### config.mk
export PLATFORM = sky130hd
export DESIGN_NAME = rx_port_csi_error_and_frame_ctl
export DESIGN_NICKNAME = d
export VERILOG_FILES = /design/src/rx_port_pkg.sv /design/src/rx_port_csi_error_and_frame_ctl.sv /design/src/rx_skid_buffer.sv
export SDC_FILE = /design/constraint.sdc
export NUM_CORES = 1
export LEC_CHECK = 0
export BUFFER_PORTS_ARGS = -buffer_cell sky130_fd_sc_hd__buf_4
export CAP_MARGIN = 40
export CORE_ASPECT_RATIO = 0.8
export CORE_MARGIN = 5
export CORE_UTILIZATION = 46
export CTS_CLUSTER_SIZE = 16
export DETAILED_ROUTE_END_ITERATION = 10
export HOLD_SLACK_MARGIN = 0.06
export PLACE_DENSITY = 0.82
export SLEW_MARGIN = 20
export SYNTH_ARGS = -nofsm -noshare
export SYNTH_HDL_FRONTEND = slang
export SYNTH_SLANG_ARGS = --single-unit
### constraint.sdc
create_clock -name MCLK -period 5.26 [get_ports MCLK]
set_input_delay 0.263 -clock MCLK [delete_from_list [all_inputs] [get_ports MCLK]]
set_output_delay 0.263 -clock MCLK [all_outputs]
set_load 0.02 [all_outputs]
### src/rx_port_pkg.sv
// How it works
// Register accesses go to the receive port chosen by the port-select value.
// Length mismatch sets sticky bit 3; reading the status clears it.
// Payload checksum failure sets sticky bit 2; cleared on status read.
// Multi-bit header error sets sticky bit 1, header left as is.
// Single-bit header errors are corrected and set sticky bit 0.
// Eight-bit count of errored packets since last read; read clears it.
// Raw10 packing: 00 normal, 01 reserved, 10 upper byte, 11 lower byte.
// Software choosing 8-bit packing must also update the raw10 data type.
// Parity-discard bit (set at reset) truncates frame on link parity error.
// Line-size discard bit truncates frame when line size changes.
// Frame-size discard bit truncates frame when lines per frame change.
// After frame-size truncation, forwarding waits for the pass threshold.
// Threshold zero passes at lock; else after that many valid frames.
// Raw mode line-valid is active low when bit 1 is set.
// Raw mode frame-valid is active low when bit 0 is set.
// Error counter saturates; error during clearing read counts afterwards.
// Error coinciding with a clearing status read leaves its flag set.
package rx_port_pkg;
  localparam logic [7:0] PORT_SELECT_ADDR = 8'h4C;
  localparam logic [7:0] ERROR_FLAGS_ADDR = 8'h7A;
  localparam logic [7:0] ERROR_COUNT_ADDR = 8'h7B;
  localparam logic [7:0] VIDEO_CONFIG_ADDR = 8'h7C;
  localparam logic [7:0] QUALIFY_CONTROL_ADDR = 8'h7D;
  localparam logic [7:0] VIDEO_CONFIG_RESET = 8'h20;
  localparam logic [7:0] QUALIFY_CONTROL_RESET = 8'h00;
  localparam logic [7:0] PORT_SELECT_RESET = 8'h01;
  localparam int LENGTH_ERR_BIT = 3;
  localparam int CHECKSUM_FLAG_BIT = 2;
  localparam int MULTIBIT_ERR_BIT = 1;
  localparam int SINGLEBIT_ERR_BIT = 0;
  localparam int PACK_HI = 7;
  localparam int PACK_LO = 6;
  localparam int PARITY_DISCARD_BIT = 5;
  localparam int LINE_DISCARD_BIT = 4;
  localparam int FRAME_DISCARD_BIT = 3;
  localparam int LV_POL_BIT = 1;
  localparam int FV_POL_BIT = 0;
  localparam logic [1:0] PACK_NORMAL = 2'h0;
  localparam logic [1:0] PACK_UPPER = 2'h2;
  localparam logic [1:0] PACK_LOWER = 2'h3;
  localparam int NUM_PORTS = 2;
  localparam logic [7:0] COUNT_MAX = 8'hFF;
  typedef enum logic [2:0] {
    ST_WAIT = 3'b001,
    ST_PASS = 3'b010,
    ST_DROP = 3'b100
  } fwd_state_t;
endpackage

### src/rx_port_csi_error_and_frame_ctl.sv
`timescale 1ns/1ps
module rx_port_csi_error_and_frame_ctl
  import rx_port_pkg::*;
(
  input wire logic MCLK,
  input wire logic SYS_RST,
  // Register access, already decoded from I2C
  input wire logic REG_WR,
  input wire logic REG_RD,
  input wire logic [7:0] REG_ADDR,
  input wire logic [7:0] REG_WDATA,
  output logic [7:0] REG_RDATA,
  // Packet check events, one per port, one-cycle pulses except RX_LOCK, which is a level
  input wire logic [1:0] PKT_END,
  input wire logic [1:0] LENGTH_MISMATCH,
  input wire logic [1:0] CHECKSUM_FAIL,
  input wire logic [1:0] HEADER_MULTIBIT,
  input wire logic [1:0] HEADER_SINGLEBIT,
  input wire logic [1:0] PARITY_FAULT,
  input wire logic [1:0] LINE_SIZE_CHANGE,
  input wire logic [1:0] FRAME_SIZE_CHANGE,
  input wire logic [1:0] RX_LOCK,
  input wire logic [1:0] FRAME_END_GOOD,
  // Header correction path, port 0 and port 1
  input wire logic [31:0] HEADER_IN_0,
  input wire logic [31:0] HEADER_IN_1,
  input wire logic [31:0] SYNDROME_FIX_0,
  input wire logic [31:0] SYNDROME_FIX_1,
  output logic [31:0] HEADER_OUT_0,
  output logic [31:0] HEADER_OUT_1,
  // Raw mode sync inputs of the stream port (port 0)
  input wire logic RAW_LINE_VALID,
  input wire logic RAW_FRAME_VALID,
  output logic LINE_ACTIVE,
  output logic FRAME_ACTIVE,
  // Pixel stream of port 0
  input wire logic PIX_VALID,
  output logic PIX_READY,
  input wire logic [9:0] PIX_DATA,
  input wire logic PIX_LAST,
  output logic OUT_VALID,
  input wire logic OUT_READY,
  output logic [9:0] OUT_DATA,
  output logic OUT_LAST,
  output logic [1:0] PORT_PASS,
  output logic RAW_PACK_EIGHT
);
  import rx_port_pkg::*;

  function automatic logic [7:0] sat_inc(input logic [7:0] v, input logic e);
    if (e && v != COUNT_MAX) sat_inc = v + 8'h01;
    else sat_inc = v;
  endfunction

  function automatic logic [1:0] ptr_inc(input logic [1:0] v);
    ptr_inc = (v == 2'h3) ? v : v + 2'h1;
  endfunction

  logic [7:0] port_select;
  logic [7:0] flags [NUM_PORTS];
  logic [7:0] err_count [NUM_PORTS];
  logic [7:0] video_cfg [NUM_PORTS];
  logic [7:0] qual_ctl [NUM_PORTS];
  logic [1:0] good_frames [NUM_PORTS];
  fwd_state_t fwd_state [NUM_PORTS];
  fwd_state_t next_fwd_state [NUM_PORTS];

  wire sel0 = port_select[0];
  wire sel1 = port_select[1];
  wire [1:0] port_hit = {sel1, sel0};
  wire wr_select = REG_WR && (REG_ADDR == PORT_SELECT_ADDR);
  wire rd_flags = REG_RD && (REG_ADDR == ERROR_FLAGS_ADDR);
  wire rd_count = REG_RD && (REG_ADDR == ERROR_COUNT_ADDR);
  wire wr_cfg = REG_WR && (REG_ADDR == VIDEO_CONFIG_ADDR);
  wire wr_qual = REG_WR && (REG_ADDR == QUALIFY_CONTROL_ADDR);
  // Lowest selected port answers reads
  wire rd_port = sel0 ? 1'b0 : 1'b1;

  always_ff @(posedge MCLK or posedge SYS_RST) begin
    if (SYS_RST) port_select <= PORT_SELECT_RESET;
    else if (wr_select) port_select <= REG_WDATA;
  end

  logic [7:0] rd_mux;
  always_comb begin
    rd_mux = 8'h00;
    case (REG_ADDR)
      PORT_SELECT_ADDR: rd_mux = port_select;
      ERROR_FLAGS_ADDR: rd_mux = flags[rd_port];
      ERROR_COUNT_ADDR: rd_mux = err_count[rd_port];
      VIDEO_CONFIG_ADDR: rd_mux = video_cfg[rd_port];
      QUALIFY_CONTROL_ADDR: rd_mux = qual_ctl[rd_port];
      default: rd_mux = 8'h00;
    endcase
  end

  always_ff @(posedge MCLK or posedge SYS_RST) begin
    if (SYS_RST) REG_RDATA <= 8'h00;
    else if (REG_RD && (port_select[1:0] != 2'b00)) REG_RDATA <= rd_mux;
    else if (REG_RD) REG_RDATA <= 8'h00;
  end

  genvar p;
  generate
    for (p = 0; p < NUM_PORTS; p++) begin : g_port
      wire [3:0] events = {LENGTH_MISMATCH[p], CHECKSUM_FAIL[p],
                           HEADER_MULTIBIT[p], HEADER_SINGLEBIT[p]};
      wire clr_flags = rd_flags && port_hit[p] && (rd_port == 1'(p));
      wire clr_count = rd_count && port_hit[p] && (rd_port == 1'(p));
      wire pkt_bad = PKT_END[p] && (|events);
      wire [3:0] kept = clr_flags ? 4'h0 : flags[p][3:0];
      wire [7:0] count_base = clr_count ? 8'h00 : err_count[p];
      wire parity_cut = PARITY_FAULT[p] && video_cfg[p][PARITY_DISCARD_BIT];
      wire line_cut = LINE_SIZE_CHANGE[p] && video_cfg[p][LINE_DISCARD_BIT];
      wire frame_cut = FRAME_SIZE_CHANGE[p] &&
                       video_cfg[p][FRAME_DISCARD_BIT];
      wire [1:0] threshold = qual_ctl[p][1:0];
      wire thr_met = (threshold == 2'h0) ? RX_LOCK[p] :
                     (good_frames[p] >= threshold);

      always_ff @(posedge MCLK or posedge SYS_RST) begin
        if (SYS_RST) begin
          flags[p] <= 8'h00;
          err_count[p] <= 8'h00;
        end else begin
          // Set wins over the clearing read
          flags[p] <= {4'h0, kept | events};
          err_count[p] <= sat_inc(count_base, pkt_bad);
        end
      end

      always_ff @(posedge MCLK or posedge SYS_RST) begin
        if (SYS_RST) begin
          video_cfg[p] <= VIDEO_CONFIG_RESET;
          qual_ctl[p] <= QUALIFY_CONTROL_RESET;
        end else begin
          if (wr_cfg && port_hit[p]) video_cfg[p] <= REG_WDATA;
          if (wr_qual && port_hit[p]) qual_ctl[p] <= REG_WDATA;
        end
      end

      always_comb begin
        next_fwd_state[p] = fwd_state[p];
        case (fwd_state[p])
          ST_WAIT: if (thr_met) next_fwd_state[p] = ST_PASS;

          ST_PASS: if (parity_cut || line_cut || frame_cut)
            next_fwd_state[p] = ST_DROP;
          ST_DROP: next_fwd_state[p] = ST_WAIT;
          default: next_fwd_state[p] = ST_WAIT;
        endcase
        if (!RX_LOCK[p]) next_fwd_state[p] = ST_WAIT;
      end

      always_ff @(posedge MCLK or posedge SYS_RST) begin
        if (SYS_RST) begin
          fwd_state[p] <= ST_WAIT;
          good_frames[p] <= 2'h0;
        end else begin
          fwd_state[p] <= next_fwd_state[p];
          if (next_fwd_state[p] == ST_DROP || !RX_LOCK[p])
            good_frames[p] <= 2'h0;
          else if (FRAME_END_GOOD[p] && fwd_state[p] == ST_WAIT)
            good_frames[p] <= ptr_inc(good_frames[p]);
        end
      end

      assign PORT_PASS[p] = (fwd_state[p] == ST_PASS);
    end
  endgenerate

  // Single-bit errors fixed by flipping the syndrome-indicated bit
  always_ff @(posedge MCLK or posedge SYS_RST) begin
    if (SYS_RST) begin
      HEADER_OUT_0 <= 32'h0000_0000;
      HEADER_OUT_1 <= 32'h0000_0000;
    end else begin
      HEADER_OUT_0 <= HEADER_SINGLEBIT[0] ? HEADER_IN_0 ^ SYNDROME_FIX_0
                                          : HEADER_IN_0;
      HEADER_OUT_1 <= HEADER_SINGLEBIT[1] ? HEADER_IN_1 ^ SYNDROME_FIX_1
                                          : HEADER_IN_1;
    end
  end

  // Raw-mode sync polarity
  always_ff @(posedge MCLK or posedge SYS_RST) begin
    if (SYS_RST) begin
      LINE_ACTIVE <= 1'b0;
      FRAME_ACTIVE <= 1'b0;
    end else begin
      LINE_ACTIVE <= RAW_LINE_VALID ^ video_cfg[0][LV_POL_BIT];
      FRAME_ACTIVE <= RAW_FRAME_VALID ^ video_cfg[0][FV_POL_BIT];
    end
  end

  // Stream of port 0: packing select and truncation gate
  wire [1:0] pack_sel = video_cfg[0][PACK_HI:PACK_LO];
  wire [9:0] packed_data = (pack_sel == PACK_UPPER) ? {2'b00, PIX_DATA[9:2]} :
                           (pack_sel == PACK_LOWER) ? {2'b00, PIX_DATA[7:0]} :
                           PIX_DATA;
  wire forward = PORT_PASS[0];
  wire buf_in_ready;
  // Dropped words are consumed but not written to the buffer
  assign PIX_READY = forward ? buf_in_ready : 1'b1;
  assign RAW_PACK_EIGHT = pack_sel[1];

  rx_skid_buffer u_buf (
    .clk(MCLK),
    .rst(SYS_RST),
    .in_valid(PIX_VALID && forward),
    .in_ready(buf_in_ready),
    .in_data(packed_data),
    .in_last(PIX_LAST),
    .out_valid(OUT_VALID),
    .out_ready(OUT_READY),
    .out_data(OUT_DATA),
    .out_last(OUT_LAST)
  );
endmodule

### src/rx_skid_buffer.sv
`timescale 1ns/1ps
module rx_skid_buffer (
  input wire logic clk,
  input wire logic rst,
  input wire logic in_valid,
  output logic in_ready,
  input wire logic [9:0] in_data,
  input wire logic in_last,
  output logic out_valid,
  input wire logic out_ready,
  output logic [9:0] out_data,
  output logic out_last
);
  logic [10:0] slot [2];
  logic [1:0] count;
  logic rd_ptr;
  logic wr_ptr;
  wire push = in_valid && in_ready;
  wire pop = out_valid && out_ready;
  assign in_ready = (count != 2'd2);
  assign out_valid = (count != 2'd0);
  assign out_data = slot[rd_ptr][9:0];
  assign out_last = slot[rd_ptr][10];
  always_ff @(posedge clk or posedge rst) begin
    if (rst) begin
      count <= 2'd0;
      rd_ptr <= 1'b0;
      wr_ptr <= 1'b0;
      slot[0] <= 11'h000;
      slot[1] <= 11'h000;
    end else begin
      if (push) begin
        slot[wr_ptr] <= {in_last, in_data};
        wr_ptr <= ~wr_ptr;
      end
      if (pop) rd_ptr <= ~rd_ptr;
      count <= count + {1'b0, push} - {1'b0, pop};
    end
  end
endmodule

Word level (Yosys, flattened, before mapping). Cells that the tools add are included.

$add $sub $neg: 6. Order comparisons: 6. Equality and inequality tests: 20. Multiplexer cells: 49. Bitwise operators: 11. Reductions and logical operators: 53.

Operators with widths (count): 8-bit two-way mux (17); 32-bit two-way mux (2); 32-bit bitwise XOR (2); 11-bit two-way mux (4); 8-bit by 7-bit equality test with 1-bit output (second input constant) (5); 8-bit case mux with 5 select lines (1); 1-bit logical AND (34); 22-bit bitwise mux (1); 10-bit two-way mux (2); 3-bit two-way mux (6); 8-bit by 1-bit adder with 8-bit output (second input constant) (2); 8-bit inequality test (second input constant) (2); 2-bit two-way mux (6); 4-bit two-way mux (3); 3-bit case mux with 2 select lines (2); 11-bit demux with 1-bit select (1); 2-bit nonzero test (5); 2-bit equality test (second input constant) (4); 4-bit OR (2); 4-bit OR reduction (2); 3-bit by 1-bit equality test with 1-bit output (second input constant) (2); 3-bit by 2-bit equality test with 1-bit output (second input constant) (2); 3-bit equality test (second input constant) (2); 2-bit >= comparator (second input constant) (3); other kinds (14) (33).

Flip-flop bits (word level): 174. Input port bits: 183. Output and inout bits: 90. Logic and storage cells: 168.

Logic depth before layout (Yosys ltp). Gate-level depths: netlist (run 1).

Word-level depth: 10. Depth in mapped cells: 11. Depth with buffers taken out: 11.

Cells and area by module. From an unflattened synthesis (run 1), not the netlist that was laid out.

Cell total of the unflattened synthesis: 684. Area, all modules: 8182.8 µm².

By module, submodules not included: rx_port_csi_error_and_frame_ctl (instances 1, cells each 603, area each 6916.6 µm², sequential area each 3709.8 µm²); rx_skid_buffer (instances 1, cells each 81, area each 1266.2 µm², sequential area each 650.6 µm²).

Worst setup path after synthesis (run 1). Ideal clock, no wire load.

Path kind: input to register. Start point: input REG_ADDR[2]. End point: register err_count[7] in the netlist's numbering. Setup time: 0.134 ns. Data arrival time: 2.193 ns. Required time: 5.126 ns. Path slack: 2.933 ns. Stages on the path: 11. Buffers on the path: 0. Cells stage by stage: and2b_4 > nand2_4 > or4_4 > nand2_1 > inv_1 > ha_1 > nand3_1 > nor3_2 > nor4_1 > xnor2_1 > nor2_1.

Word-level cells in the longest chain between the ends: 8. Elaborated cells on any way between the ends: 9. Those cells by class: 1 x add/sub; 2 x eq/ne; 2 x mux; 4 x reduce/logical.

Ends and longest elaborated chain: start: declaration (RTL line rx_port_csi_error_and_frame_ctl.sv:10) `input wire logic [7:0] REG_ADDR,`; 8-bit by 7-bit equality test with 1-bit output * (RTL line rx_port_csi_error_and_frame_ctl.sv:73) `wire rd_count = REG_RD && (REG_ADDR == ERROR_COUNT_ADDR);`; 1-bit logical AND * (RTL line rx_port_csi_error_and_frame_ctl.sv:73); 1-bit logical AND * (2 in a row) (RTL line rx_port_csi_error_and_frame_ctl.sv:109) `wire clr_count = rd_count && port_hit[p] && (rd_port == 1'(p));`; 8-bit two-way mux * (RTL line rx_port_csi_error_and_frame_ctl.sv:112) `wire [7:0] count_base = clr_count ? 8'h00 : err_count[p];`; branches (longest 2 deep; another with 8-bit by 1-bit adder with 8-bit output); 8-bit two-way mux * (RTL line rx_port_csi_error_and_frame_ctl.sv:51) `if (e && v != COUNT_MAX) sat_inc = v + 8'h01;`; end signal: indexed assignment (RTL line rx_port_csi_error_and_frame_ctl.sv:128) `err_count[p] <= sat_inc(count_base, pkt_bad);`; end: declaration (RTL line rx_port_csi_error_and_frame_ctl.sv:61) `logic [7:0] err_count [NUM_PORTS];`.

Every way passes the cells marked *. A chain may end at the register's enable or synchronous reset.

Worst setup path in the final report (run 1).
Start point: register port_select[0]. End point: register err_count[12] in the netlist's numbering.

Word-level cells in the longest chain between the ends: 6. Elaborated cells on any way between the ends: 7. Those cells by class: 1 x add/sub; 1 x eq/ne; 2 x mux; 3 x reduce/logical.

Ends and longest elaborated chain: start: declaration (RTL line rx_port_csi_error_and_frame_ctl.sv:59) `logic [7:0] port_select;`; start signal: assignment (RTL line rx_port_csi_error_and_frame_ctl.sv:80) `if (SYS_RST) port_select <= PORT_SELECT_RESET;`; start signal: assignment (RTL line rx_port_csi_error_and_frame_ctl.sv:81) `else if (wr_select) port_select <= REG_WDATA;`; 1-bit logical AND (RTL line rx_port_csi_error_and_frame_ctl.sv:109); 1-bit logical AND * (RTL line rx_port_csi_error_and_frame_ctl.sv:109); 8-bit two-way mux * (RTL line rx_port_csi_error_and_frame_ctl.sv:112); branches (longest 2 deep; another with 8-bit by 1-bit adder with 8-bit output); 8-bit two-way mux * (RTL line rx_port_csi_error_and_frame_ctl.sv:51).

Marked as above.

==> results.sh, run 1 <==
export IMPL_ys_types=71
export IMPL_crit_start="port_select[0]$_DFFE_PP1P_"
export IMPL_num_io_pins=273
export IMPL_drt_iter0_markers=413
export IMPL_root_buffer="clkbuf_16"
export IMPL_insertion_delay_ns=0.43
export IMPL_synth_edf_count=0
export IMPL_min_from="PIX_LAST"
export IMPL_cts_sinks=174
export IMPL_synthFlopType="dfrtp_1"
export IMPL_status="complete, no violations"
export IMPL_yosysWarnings=0
export IMPL_dpl_worst_slack_ns=2.33
export IMPL_critPathSlowestCell="dfstp_2"
export IMPL_period_needed_ns=2.82
export IMPL_track_usage_pct=23.9
export IMPL_hold_class="in2reg"
export IMPL_finalCritPeriodShare_pct=53.7
export IMPL_finalPower_mw=3.93
export IMPL_critPathLaunchType="register"
export IMPL_p_leak_nw=5.38
export IMPL_die_area_sq_mm=0.0202
export IMPL_grt_max_degree=59
export IMPL_dp_cells=1171
export IMPL_cp_common_cell="and2_1"
export IMPL_power_density_mw_per_mm2=340
export IMPL_clock_skew_ns=0.0122
export IMPL_die_y_microns=128
export IMPL_port_buffers=272
export IMPL_drv_cap=0
export IMPL_setup_viol=0
export IMPL_fin_ws_ns=2.44
export IMPL_critPathKind="reg2reg"
export IMPL_clock_path_buffers=2
export IMPL_drive_gt1_share_pct=36.2
export IMPL_via_per_inst=5.19
export IMPL_yosysSeqAreaShare_pct=54.3
export IMPL_post_route_util_pct=67.3
export IMPL_grt_pass1_wl_microns=37600
export IMPL_synthArstFlopShare_pct=100
export IMPL_dr_pass1_iters=5
export IMPL_rsz0062_at_grt="no"
export IMPL_wirelength_microns=23800
export IMPL_die_w_microns=158
export IMPL_tns_ns=0
export IMPL_place_congestion=0.918
export IMPL_fp_row_count=43
export IMPL_synth_top_family_by_area="simple AND/OR/NAND/NOR gates"
export IMPL_final_cells=1275
export IMPL_hold_viol_final=0
export IMPL_synth_fp_nets=892
export IMPL_critical_path_arrival_ns=3.17
export IMPL_avgSynthCellArea_sq_um=11.5
export IMPL_rrSetupSlack_ns=2.44
export IMPL_r2r_end="err_count[12]$_DFF_PP0_"
export IMPL_relSlewSlack_pct=52.3
export IMPL_drc_errors=0
export IMPL_place_area_sq_mm=0.0103
export IMPL_numCtsBuffers=17
export IMPL_final_area_sq_mm=0.0116
export IMPL_synth_simple_area_share_pct=13.2
export IMPL_min_path_cells=2
export IMPL_start_util_pct=46.6
export IMPL_slew_viol_final=0
export IMPL_synth_seq_cells=174
export IMPL_wl_per_cell_microns=18.7
export IMPL_reg2reg_depth=7
export IMPL_overflow=0
export IMPL_grt_pass1_vias=7147
export IMPL_hold_slack_ns=0.0799
export IMPL_n_fill_cell=1278
export IMPL_n_antenna_cell=0
export IMPL_r2r_start="port_select[0]$_DFFE_PP1P_"
export IMPL_required_ns=5.60
export IMPL_whs_endpoint="u_buf.slot[10]$_DFFE_PP0P_"
export IMPL_tritoncts="built"
export IMPL_tightest_slew_ns=0.713
export IMPL_synth_compound_area_share_pct=8.36
export IMPL_synthAdderAreaFrac_pct=1.56
export IMPL_synthCells=699
export IMPL_max_stage_delay_ns=1.00
export IMPL_max_freq_ghz=0.354
export IMPL_yosysTopAreaCell="dfrtp_1"
export IMPL_core_sq_mm=0.0172
export IMPL_clk_pin_slew_ns=0.06
export IMPL_crit_path_cell_trace="and2_1 > nand4_1 > and2_1 > ha_1 > a41o_1 > or3_1 > a21oi_1"
export IMPL_muxShareOfSynthArea_pct=11.1
export IMPL_nNetsFinal=1230
export IMPL_critPathCaptureType="register"
export IMPL_dpl_hpwl_microns=16500
export IMPL_htreeDepth=4
export IMPL_ir_drop_v=0.000252
export IMPL_area_delta_synth_final_pct=44.3
export IMPL_drtAntennaViolNets=0
export IMPL_synth_area_leaders="dfrtp_1, xnor2_1, mux2_2"
export IMPL_vias=6620
export IMPL_netlist_area_sq_mm=0.00803
export IMPL_critPathMaxFanout=28
export IMPL_antenna_found_initial=0
export IMPL_yosysTopAreaCellShare_pct=52.7
export IMPL_synth_xor_area_share_pct=8.62
-- sequential cells by signal, indices dropped and copies added (netlist names) --
name / count
pack_sel: 1
g_port.threshold: 4
u_buf.wr_ptr: 1
video_cfg: 14
HEADER_OUT_1: 32
port_select: 8
RAW_PACK_EIGHT: 1
LINE_ACTIVE: 1
FRAME_ACTIVE: 1
u_buf.rd_ptr: 1
u_buf.count: 2
good_frames: 4
u_buf.slot: 22
REG_RDATA: 8
flags: 8
fwd_state: 6
err_count: 16
qual_ctl: 12
HEADER_OUT_0: 32
-- synthesized netlist by cell type, types with 3 or more instances --
library cell  count
nand2b_1          9
nor2_4            4
mux2_2           47
xnor2_1          75
inv_1            24
buf_4             4
and3_1            3
dfrtp_1         169
xor2_1            4
ha_1             10
a31oi_1           5
mux2i_1          20
nand2_1         102
nand3_1           7
nor2b_1           5
o22ai_1          11
o21ai_0          28
nor3_1            9
dfstp_2           5
a21oi_1          10
buf_2             9
a22oi_1           6
nor4_1            4
nand4_1           3
a221oi_1          5
mux2_1            8
and2_1            6
nor2_1           31
clkbuf_1         12
mux4_2            3
a21o_1            8
a211oi_1          3
-- area by class of cell --
class                   instances  area [sq um]  share of cell area (%)
well taps                     225           282                    2.43
clock buffers                  22           464                    4.01
clock inverters                10           139                    1.20
flip-flops and latches        174          4360                    37.7
inverters                      24          95.1                   0.821
multi-input cells             473          3430                    29.7
repair buffers                347          2810                    24.2
-- layer usage --
layer	part of all wire, %	vias up	global-route usage, %
met2	50	248	40.9
met3	8.4	39	7.63
met1	39	3239	28.4
met5	0	-	0
li1	-	3094	-
met4	2.5	0	8.30
-- cell usage in the layout (no fill, tap or decap), drive strengths merged, types with 6 or more instances in the layout --
cell         synthesis  final
a21o                 8      8
nand2b               9      9
nor2                35     35
dlygate4sd3          0     72
a22oi                6      6
nand2              104    104
o21ai               29     29
nand3                9      9
o22ai               11     11
a21oi               11     11
inv                 24     25
ha                  10     10
mux2i               20     20
dfrtp              169    169
mux2                55     55
xnor2               75     75
clkbuf              13     22
nor3                11     11
buf                 15    275
and2                 6      6
-- worst max-delay path by stage --
| stage | end | slack, ns | depth (start not counted) |
|---|---|---|---|
| after floorplan | FRAME_ACTIVE$_DFF_PP0_ | 0.29 | 1 |
| after global placement | err_count[7]$_DFF_PP0_ | 2.46 | 12 |
| after detailed placement | err_count[7]$_DFF_PP0_ | 2.33 | 12 |
| after CTS | err_count[12]$_DFF_PP0_ | 2.47 | 7 |
| after global routing | err_count[12]$_DFF_PP0_ | 2.22 | 7 |
| final | err_count[12]$_DFF_PP0_ | 2.44 | 7 |
-- cells by family (layout without fill, tap and decap cells) --
kind of cell,Yosys count,after routing
flip-flops,174,174
AND/OR/NAND/NOR,209,209
multiplexers,78,78
XOR/XNOR,79,79
buffers and inverters,52,403
adder cells (fa/ha/maj),10,10
AO/OA/AOI/OAI,97,97
-- repair_timing --
action / CTS / global route
setup buffers: 0 / 0
gates resized for setup: 0 / 0
hold buffers: 72 / 0
endpoints found under the hold margin: 123 / 0
setup endpoints to repair: 0 / 0
-- report_power, final --
part	switching (mW)	internal [mW]	leakage, nW
Combinational	0.468	0.482	2.93
Clock	0.516	0.773	0.294
Sequential	0.159	1.53	2.15
-- critical path: cells and delay by family (launching register included) --
family / cells / cell delay [ns]
simple gates: 4 / 1.03
flops: 1 / 1.00
fa+ha+maj: 1 / 0.25
compound gates: 2 / 0.46
(Power assumes the default switching activity.)
==> run 2: changes to the inputs <==
Settings changed: CORE_UTILIZATION 46 to 51, PLACE_DENSITY 0.82 to 0.86.
Clock period 5.26 ns to 2.6 ns, I/O delays scaled along.
==> run 2 against run 1 <==
Hold slack gained 0.0079 ns. Wire length increased by 18%. Critical endpoint is now err_count[5]$_DFF_PP0_. Largest cell class unchanged. Largest power group unchanged. Sequential share of layout area is 2.9 points lower. First-iteration DRC count grew 39%. Register-to-register slack got worse by 2.3 ns.
==> results.sh, run 2 (synthesis gave the netlist of run 1 again) <==
export IMPL_overflow=0
export IMPL_use_met2_pct=53.4
export IMPL_dpl_worst_slack_ns=0.0875
export IMPL_tns_ns=0
export IMPL_period_needed_ns=2.51
export IMPL_numCtsBuffers=17
export IMPL_final_area_sq_mm=0.0126
export IMPL_final_cells=1364
export IMPL_p_leak_nw=5.79
export IMPL_internal_power_mw=5.87
export IMPL_dp_cells=1165
export IMPL_drt_iter0_markers=576
export IMPL_slew_viol_final=0
export IMPL_critical_path_arrival_ns=2.80
export IMPL_area_delta_synth_final_pct=56.4
export IMPL_post_route_util_pct=80.5
export IMPL_drv_cap=0
export IMPL_grt_pass1_wl_microns=44100
export IMPL_critPathLaunchType="register"
export IMPL_die_w_microns=150
export IMPL_r2r_start="port_select[1]$_DFFE_PP0P_"
export IMPL_dr_pass1_iters=6
export IMPL_required_ns=2.89
export IMPL_p_seq_share_pct=41.3
export IMPL_grt_busiest_layer="met2"
export IMPL_tritoncts="built"
export IMPL_place_congestion=0.950
export IMPL_endpoint="err_count[5]$_DFF_PP0_"
export IMPL_grt_use_met3_pct=10.2
export IMPL_crit_start="port_select[1]$_DFFE_PP0P_"
export IMPL_cts_resized=0
export IMPL_track_usage_pct=31.5
export IMPL_via_per_inst=5.35
export IMPL_postCtsSetupBuffers=0
export IMPL_cts_sinks=174
export IMPL_tightest_slew_ns=0.700
export IMPL_reg_largest_list="HEADER_OUT_0 (32), HEADER_OUT_1 (32), u_buf.slot (22)"
export IMPL_clk_pin_slew_ns=0.06
export IMPL_r2r_end="err_count[5]$_DFF_PP0_"
export IMPL_grt_max_degree=67
export IMPL_status="complete, no violations"
export IMPL_fin_ws_ns=0.0898
export IMPL_power_density_mw_per_mm2=664
export IMPL_dpl_hpwl_microns=16500
export IMPL_layout_commonest_cell="buf_4"
export IMPL_drtAntennaViolNets=0
export IMPL_n_antenna_cell=0
export IMPL_setup_viol=0
export IMPL_hold_class="in2reg"
export IMPL_num_io_pins=273
export IMPL_sw_frac_of_total_pct=29.5
export IMPL_finalPower_mw=8.34
export IMPL_p_switching_mw=2.46
export IMPL_antenna_found_initial=0
export IMPL_nNetsFinal=1329
export IMPL_core_sq_mm=0.0156
export IMPL_layout_common_cells="buf_4, dfrtp_1, dlygate4sd3_1, nand2_1, xnor2_1"
export IMPL_insertion_delay_ns=0.43
export IMPL_start_util_pct=51.5
export IMPL_die_y_microns=122
export IMPL_drc_errors=0
export IMPL_die_area_sq_mm=0.0184
export IMPL_grt_pass1_vias=8239
export IMPL_fp_row_count=41
export IMPL_min_from="PIX_DATA[2]"
export IMPL_ir_drop_v=0.000554
export IMPL_hold_viol_final=0
export IMPL_wl_per_cell_microns=20.6
export IMPL_reg2reg_depth=10
export IMPL_rsz0062_at_grt="yes"
export IMPL_clockPowerShare_pct=32.3
export IMPL_finalCritPeriodShare_pct=96.5
export IMPL_critPathKind="reg2reg"
export IMPL_clock_path_buffers=2
export IMPL_met1_usage_pct=36.5
export IMPL_htreeDepth=4
export IMPL_drive_gt1_share_pct=33.2
export IMPL_max_freq_ghz=0.398
export IMPL_critPathCaptureType="register"
export IMPL_combPwrFrac_pct=26.4
export IMPL_relSlewSlack_pct=53.4
export IMPL_vias=7296
export IMPL_rrSetupSlack_ns=0.09
export IMPL_place_area_sq_mm=0.0103
export IMPL_clock_skew_ns=0.0150
export IMPL_hold_slack_ns=0.0879
export IMPL_port_buffers=272
export IMPL_critPathMaxFanout=8
export IMPL_wirelength_microns=28200
export IMPL_root_buffer="clkbuf_16"
## run 2: cell types whose count changed in the layout (fill, tap and decap cells not counted), moves of 2 or more
cell           change
clkbuf_1           +3
buf_4              +3
dlygate4sd3_1     +95
buf_12             +2
inv_6              -2
clkinv_4           -2
## run 2: worst min-delay path by stage
| stage | slack, ns | depth (start not counted) | end |
|---|---|---|---|
| 6_report | 0.09 | 3 | u_buf.slot[13]$_DFFE_PP0P_ |
| 5_1_grt | 0.11 | 3 | u_buf.slot[0]$_DFFE_PP0P_ |
| 4_1_cts | 0.06 | 3 | u_buf.slot[13]$_DFFE_PP0P_ |
| 3_5_place_dp | 0.25 | 2 | HEADER_OUT_1[27]$_DFF_PP0_ |
| 3_3_place_gp | 0.25 | 2 | HEADER_OUT_1[27]$_DFF_PP0_ |
| 2_1_floorplan | 0.22 | 1 | FRAME_ACTIVE$_DFF_PP0_ |
## run 2: final cells by class
| class | count | area (sq um) |
|---|---|---|
| clock buffer | 24 | 462 |
| clock inverter | 8 | 143 |
| fill | 826 | 3040 |
| inverter | 24 | 93.8 |
| multi-input combinational | 473 | 3430 |
| sequential | 174 | 4360 |
| tap | 215 | 269 |
| timing repair buffer | 446 | 3790 |
## run 2: power groups by stage
stage / combinational [mW] / sequential (mW) / clock (mW)
after CTS: 2.11 / 3.41 / 2.70
after floorplan: 0.980 / 3.48 / 0
after global placement: 1.78 / 3.43 / 0
final: 2.20 / 3.45 / 2.69
after detailed placement: 1.83 / 3.45 / 0
after global routing: 2.38 / 3.49 / 2.83
## run 2: critical path, cell delays in order, from the launching register on
cell and delay [ns]:
dfrtp_1 0.44, nand2_1 0.14, or4_4 0.48, nand2_1 0.14, inv_1 0.07, ha_1 0.22, nand3_1 0.14, nor3_2 0.12
nor4_1 0.38, xnor2_1 0.19, nor2_1 0.06
## run 2: metal layers
layer	vias to the layer above	wire length, microns	share of wire (%)
li1	3280	-	-
met1	3554	10400	37
met2	372	14200	51
met3	90	2340	8.3
met4	0	1150	4.1
met5	-	0	0
## run 2: timing repair
item,CTS,global route
setup endpoints to repair,0,2
endpoints found under the hold margin,171,0
hold buffers,167,0
==> run 3: changes to the inputs <==
Settings changed: PLACE_DENSITY 0.86 to 0.79.
==> run 3 against run 2 <==
Clock power down 6%. Wire length about the same. Critical endpoint is now err_count[12]$_DFF_PP0_. Hold slack worse by 0.0045 ns. Flip-flop and latch count unchanged. Clock-buffer cell count down 2. Largest cell class unchanged. Sequential share of layout area about the same.
==> results.sh, run 3 (synthesis gave the netlist of run 1 again) <==
export IMPL_num_io_pins=273
export IMPL_reg2reg_depth=7
export IMPL_dr_pass1_iters=5
export IMPL_r2r_start="port_select[0]$_DFFE_PP1P_"
export IMPL_tns_ns=0
export IMPL_required_ns=2.95
export IMPL_core_sq_mm=0.0156
export IMPL_port_buffers=272
export IMPL_layout_commonest_cell="buf_4"
export IMPL_track_usage_pct=31.3
export IMPL_min_from="LINE_SIZE_CHANGE[1]"
export IMPL_fp_row_count=41
export IMPL_slew_viol_final=0
export IMPL_cts_sinks=174
export IMPL_internal_power_mw=5.70
export IMPL_grt_max_degree=109
export IMPL_sw_frac_of_total_pct=30.4
export IMPL_dpl_worst_slack_ns=0.0984
export IMPL_power_density_mw_per_mm2=652
export IMPL_wirelength_microns=28100
export IMPL_dp_cells=1166
export IMPL_max_freq_ghz=0.397
export IMPL_fin_ws_ns=0.0780
export IMPL_numCtsBuffers=17
export IMPL_tritoncts="built"
export IMPL_final_cells=1367
export IMPL_r2r_end="err_count[12]$_DFF_PP0_"
export IMPL_rrSetupSlack_ns=0.08
export IMPL_die_y_microns=122
export IMPL_critical_path_arrival_ns=2.87
export IMPL_tightest_slew_ns=0.777
export IMPL_htreeDepth=4
export IMPL_hold_viol_final=0
export IMPL_drtAntennaViolNets=0
export IMPL_post_route_util_pct=80.6
export IMPL_root_buffer="clkbuf_16"
export IMPL_status="complete, no violations"
export IMPL_clockPowerShare_pct=31.0
export IMPL_finalCritPeriodShare_pct=97.0
export IMPL_hold_class="in2reg"
export IMPL_hold_slack_ns=0.0834
export IMPL_finalPower_mw=8.19
export IMPL_insertion_delay_ns=0.43
export IMPL_p_leak_nw=5.80
export IMPL_dpl_hpwl_microns=16100
export IMPL_grt_pass1_vias=8158
export IMPL_drt_iter0_markers=724
export IMPL_clock_skew_ns=0.0112
export IMPL_reg_largest_list="HEADER_OUT_0 (32), HEADER_OUT_1 (32), u_buf.slot (22)"
export IMPL_critPathLaunchType="register"
export IMPL_setup_viol=0
export IMPL_wl_per_cell_microns=20.6
export IMPL_antenna_found_initial=1
export IMPL_start_util_pct=51.5
export IMPL_critPathCaptureType="register"
export IMPL_relSlewSlack_pct=48.0
export IMPL_layout_common_cells="buf_4, dfrtp_1, dlygate4sd3_1, nand2_1, xnor2_1"
export IMPL_drive_gt1_share_pct=34.0
export IMPL_area_delta_synth_final_pct=56.5
export IMPL_final_area_sq_mm=0.0126
export IMPL_place_congestion=0.955
export IMPL_overflow=0
export IMPL_period_needed_ns=2.52
export IMPL_die_w_microns=150
export IMPL_vias=7361
export IMPL_whs_endpoint="fwd_state[2]$_DFF_PP0_"
export IMPL_clk_pin_slew_ns=0.07
export IMPL_ir_drop_v=0.000519
export IMPL_drv_cap=0
export IMPL_grt_pass1_wl_microns=43800
export IMPL_p_switching_mw=2.49
export IMPL_place_area_sq_mm=0.0103
export IMPL_die_area_sq_mm=0.0184
export IMPL_via_per_inst=5.38
export IMPL_p_seq_share_pct=42.2
export IMPL_clock_path_buffers=2
export IMPL_nNetsFinal=1330
export IMPL_critPathMaxFanout=6
export IMPL_drc_errors=0
export IMPL_min_path_cells=3
export IMPL_combPwrFrac_pct=26.8
export IMPL_critPathKind="reg2reg"
-- run 3: changes by cell type in the layout (fill, tap and decap cells not counted), moves of 2 or more --
| cell | delta |
|---|---|
| bufinv_16 | -2 |
| diode_2 | +2 |
| nor4_2 | +2 |
| clkinv_4 | +2 |
| buf_4 | +3 |
| clkbuf_1 | -3 |
| clkinvlp_4 | +2 |
| nor4_1 | -2 |
| dlygate4sd3_1 | -2 |
-- run 3: how the worst max path moves through the flow --
stage,start,to,cells after the start
finish,port_select[0]$_DFFE_PP1P_,err_count[12]$_DFF_PP0_,7
detailed placement,REG_ADDR[2],err_count[7]$_DFF_PP0_,12
CTS,port_select[0]$_DFFE_PP1P_,err_count[8]$_DFF_PP0_,8
global route,port_select[0]$_DFFE_PP1P_,err_count[8]$_DFF_PP0_,8
floorplan,SYS_RST,FRAME_ACTIVE$_DFF_PP0_,1
global placement,REG_ADDR[2],err_count[7]$_DFF_PP0_,12
-- run 3: what timing repair did --
action	in CTS	in global routing
gates resized for setup	0	5
buffers inserted	0	2
hold buffers	165	0
setup endpoints to repair	0	5
endpoints found under the hold margin	183	0
-- run 3: power by group through the flow --
| stage | sequential, mW | combinational, mW | clock (mW) |
|---|---|---|---|
| floorplan | 3.48 | 0.980 | 0 |
| global placement | 3.44 | 1.79 | 0 |
| detailed placement | 3.45 | 1.83 | 0 |
| CTS | 3.41 | 2.11 | 2.55 |
| global route | 3.50 | 2.38 | 2.68 |
| finish | 3.46 | 2.20 | 2.54 |
-- run 3: final cells by class --
| cell class | instances | area [sq um] |
|---|---|---|
| Antenna cell | 2 | 5.00 |
| Tap cell | 215 | 269 |
| Clock inverter | 10 | 115 |
| Fill cell | 866 | 3030 |
| Timing Repair Buffer | 447 | 3790 |
| Multi-Input combinational cell | 473 | 3460 |
| Sequential cell | 174 | 4360 |
| Inverter | 24 | 93.8 |
| Clock buffer | 22 | 464 |
-- run 3: worst max-delay path, stage by stage, from the launching register on --
cell,delay [ns]
dfstp_2,0.63
and2_1,0.19
nand4_1,0.24
and2_1,0.28
ha_1,0.26
a41o_1,0.33
or3_1,0.36
a21oi_1,0.14
-- run 3: routing by layer --
layer / part of all wire [%] / up-vias / global-route usage [%]
met5: 0 / - / 0
met4: 3.7 / 0 / 13.6
met3: 8.6 / 85 / 9.52
met2: 51 / 392 / 53.2
met1: 37 / 3593 / 36.7
li1: - / 3291 / -
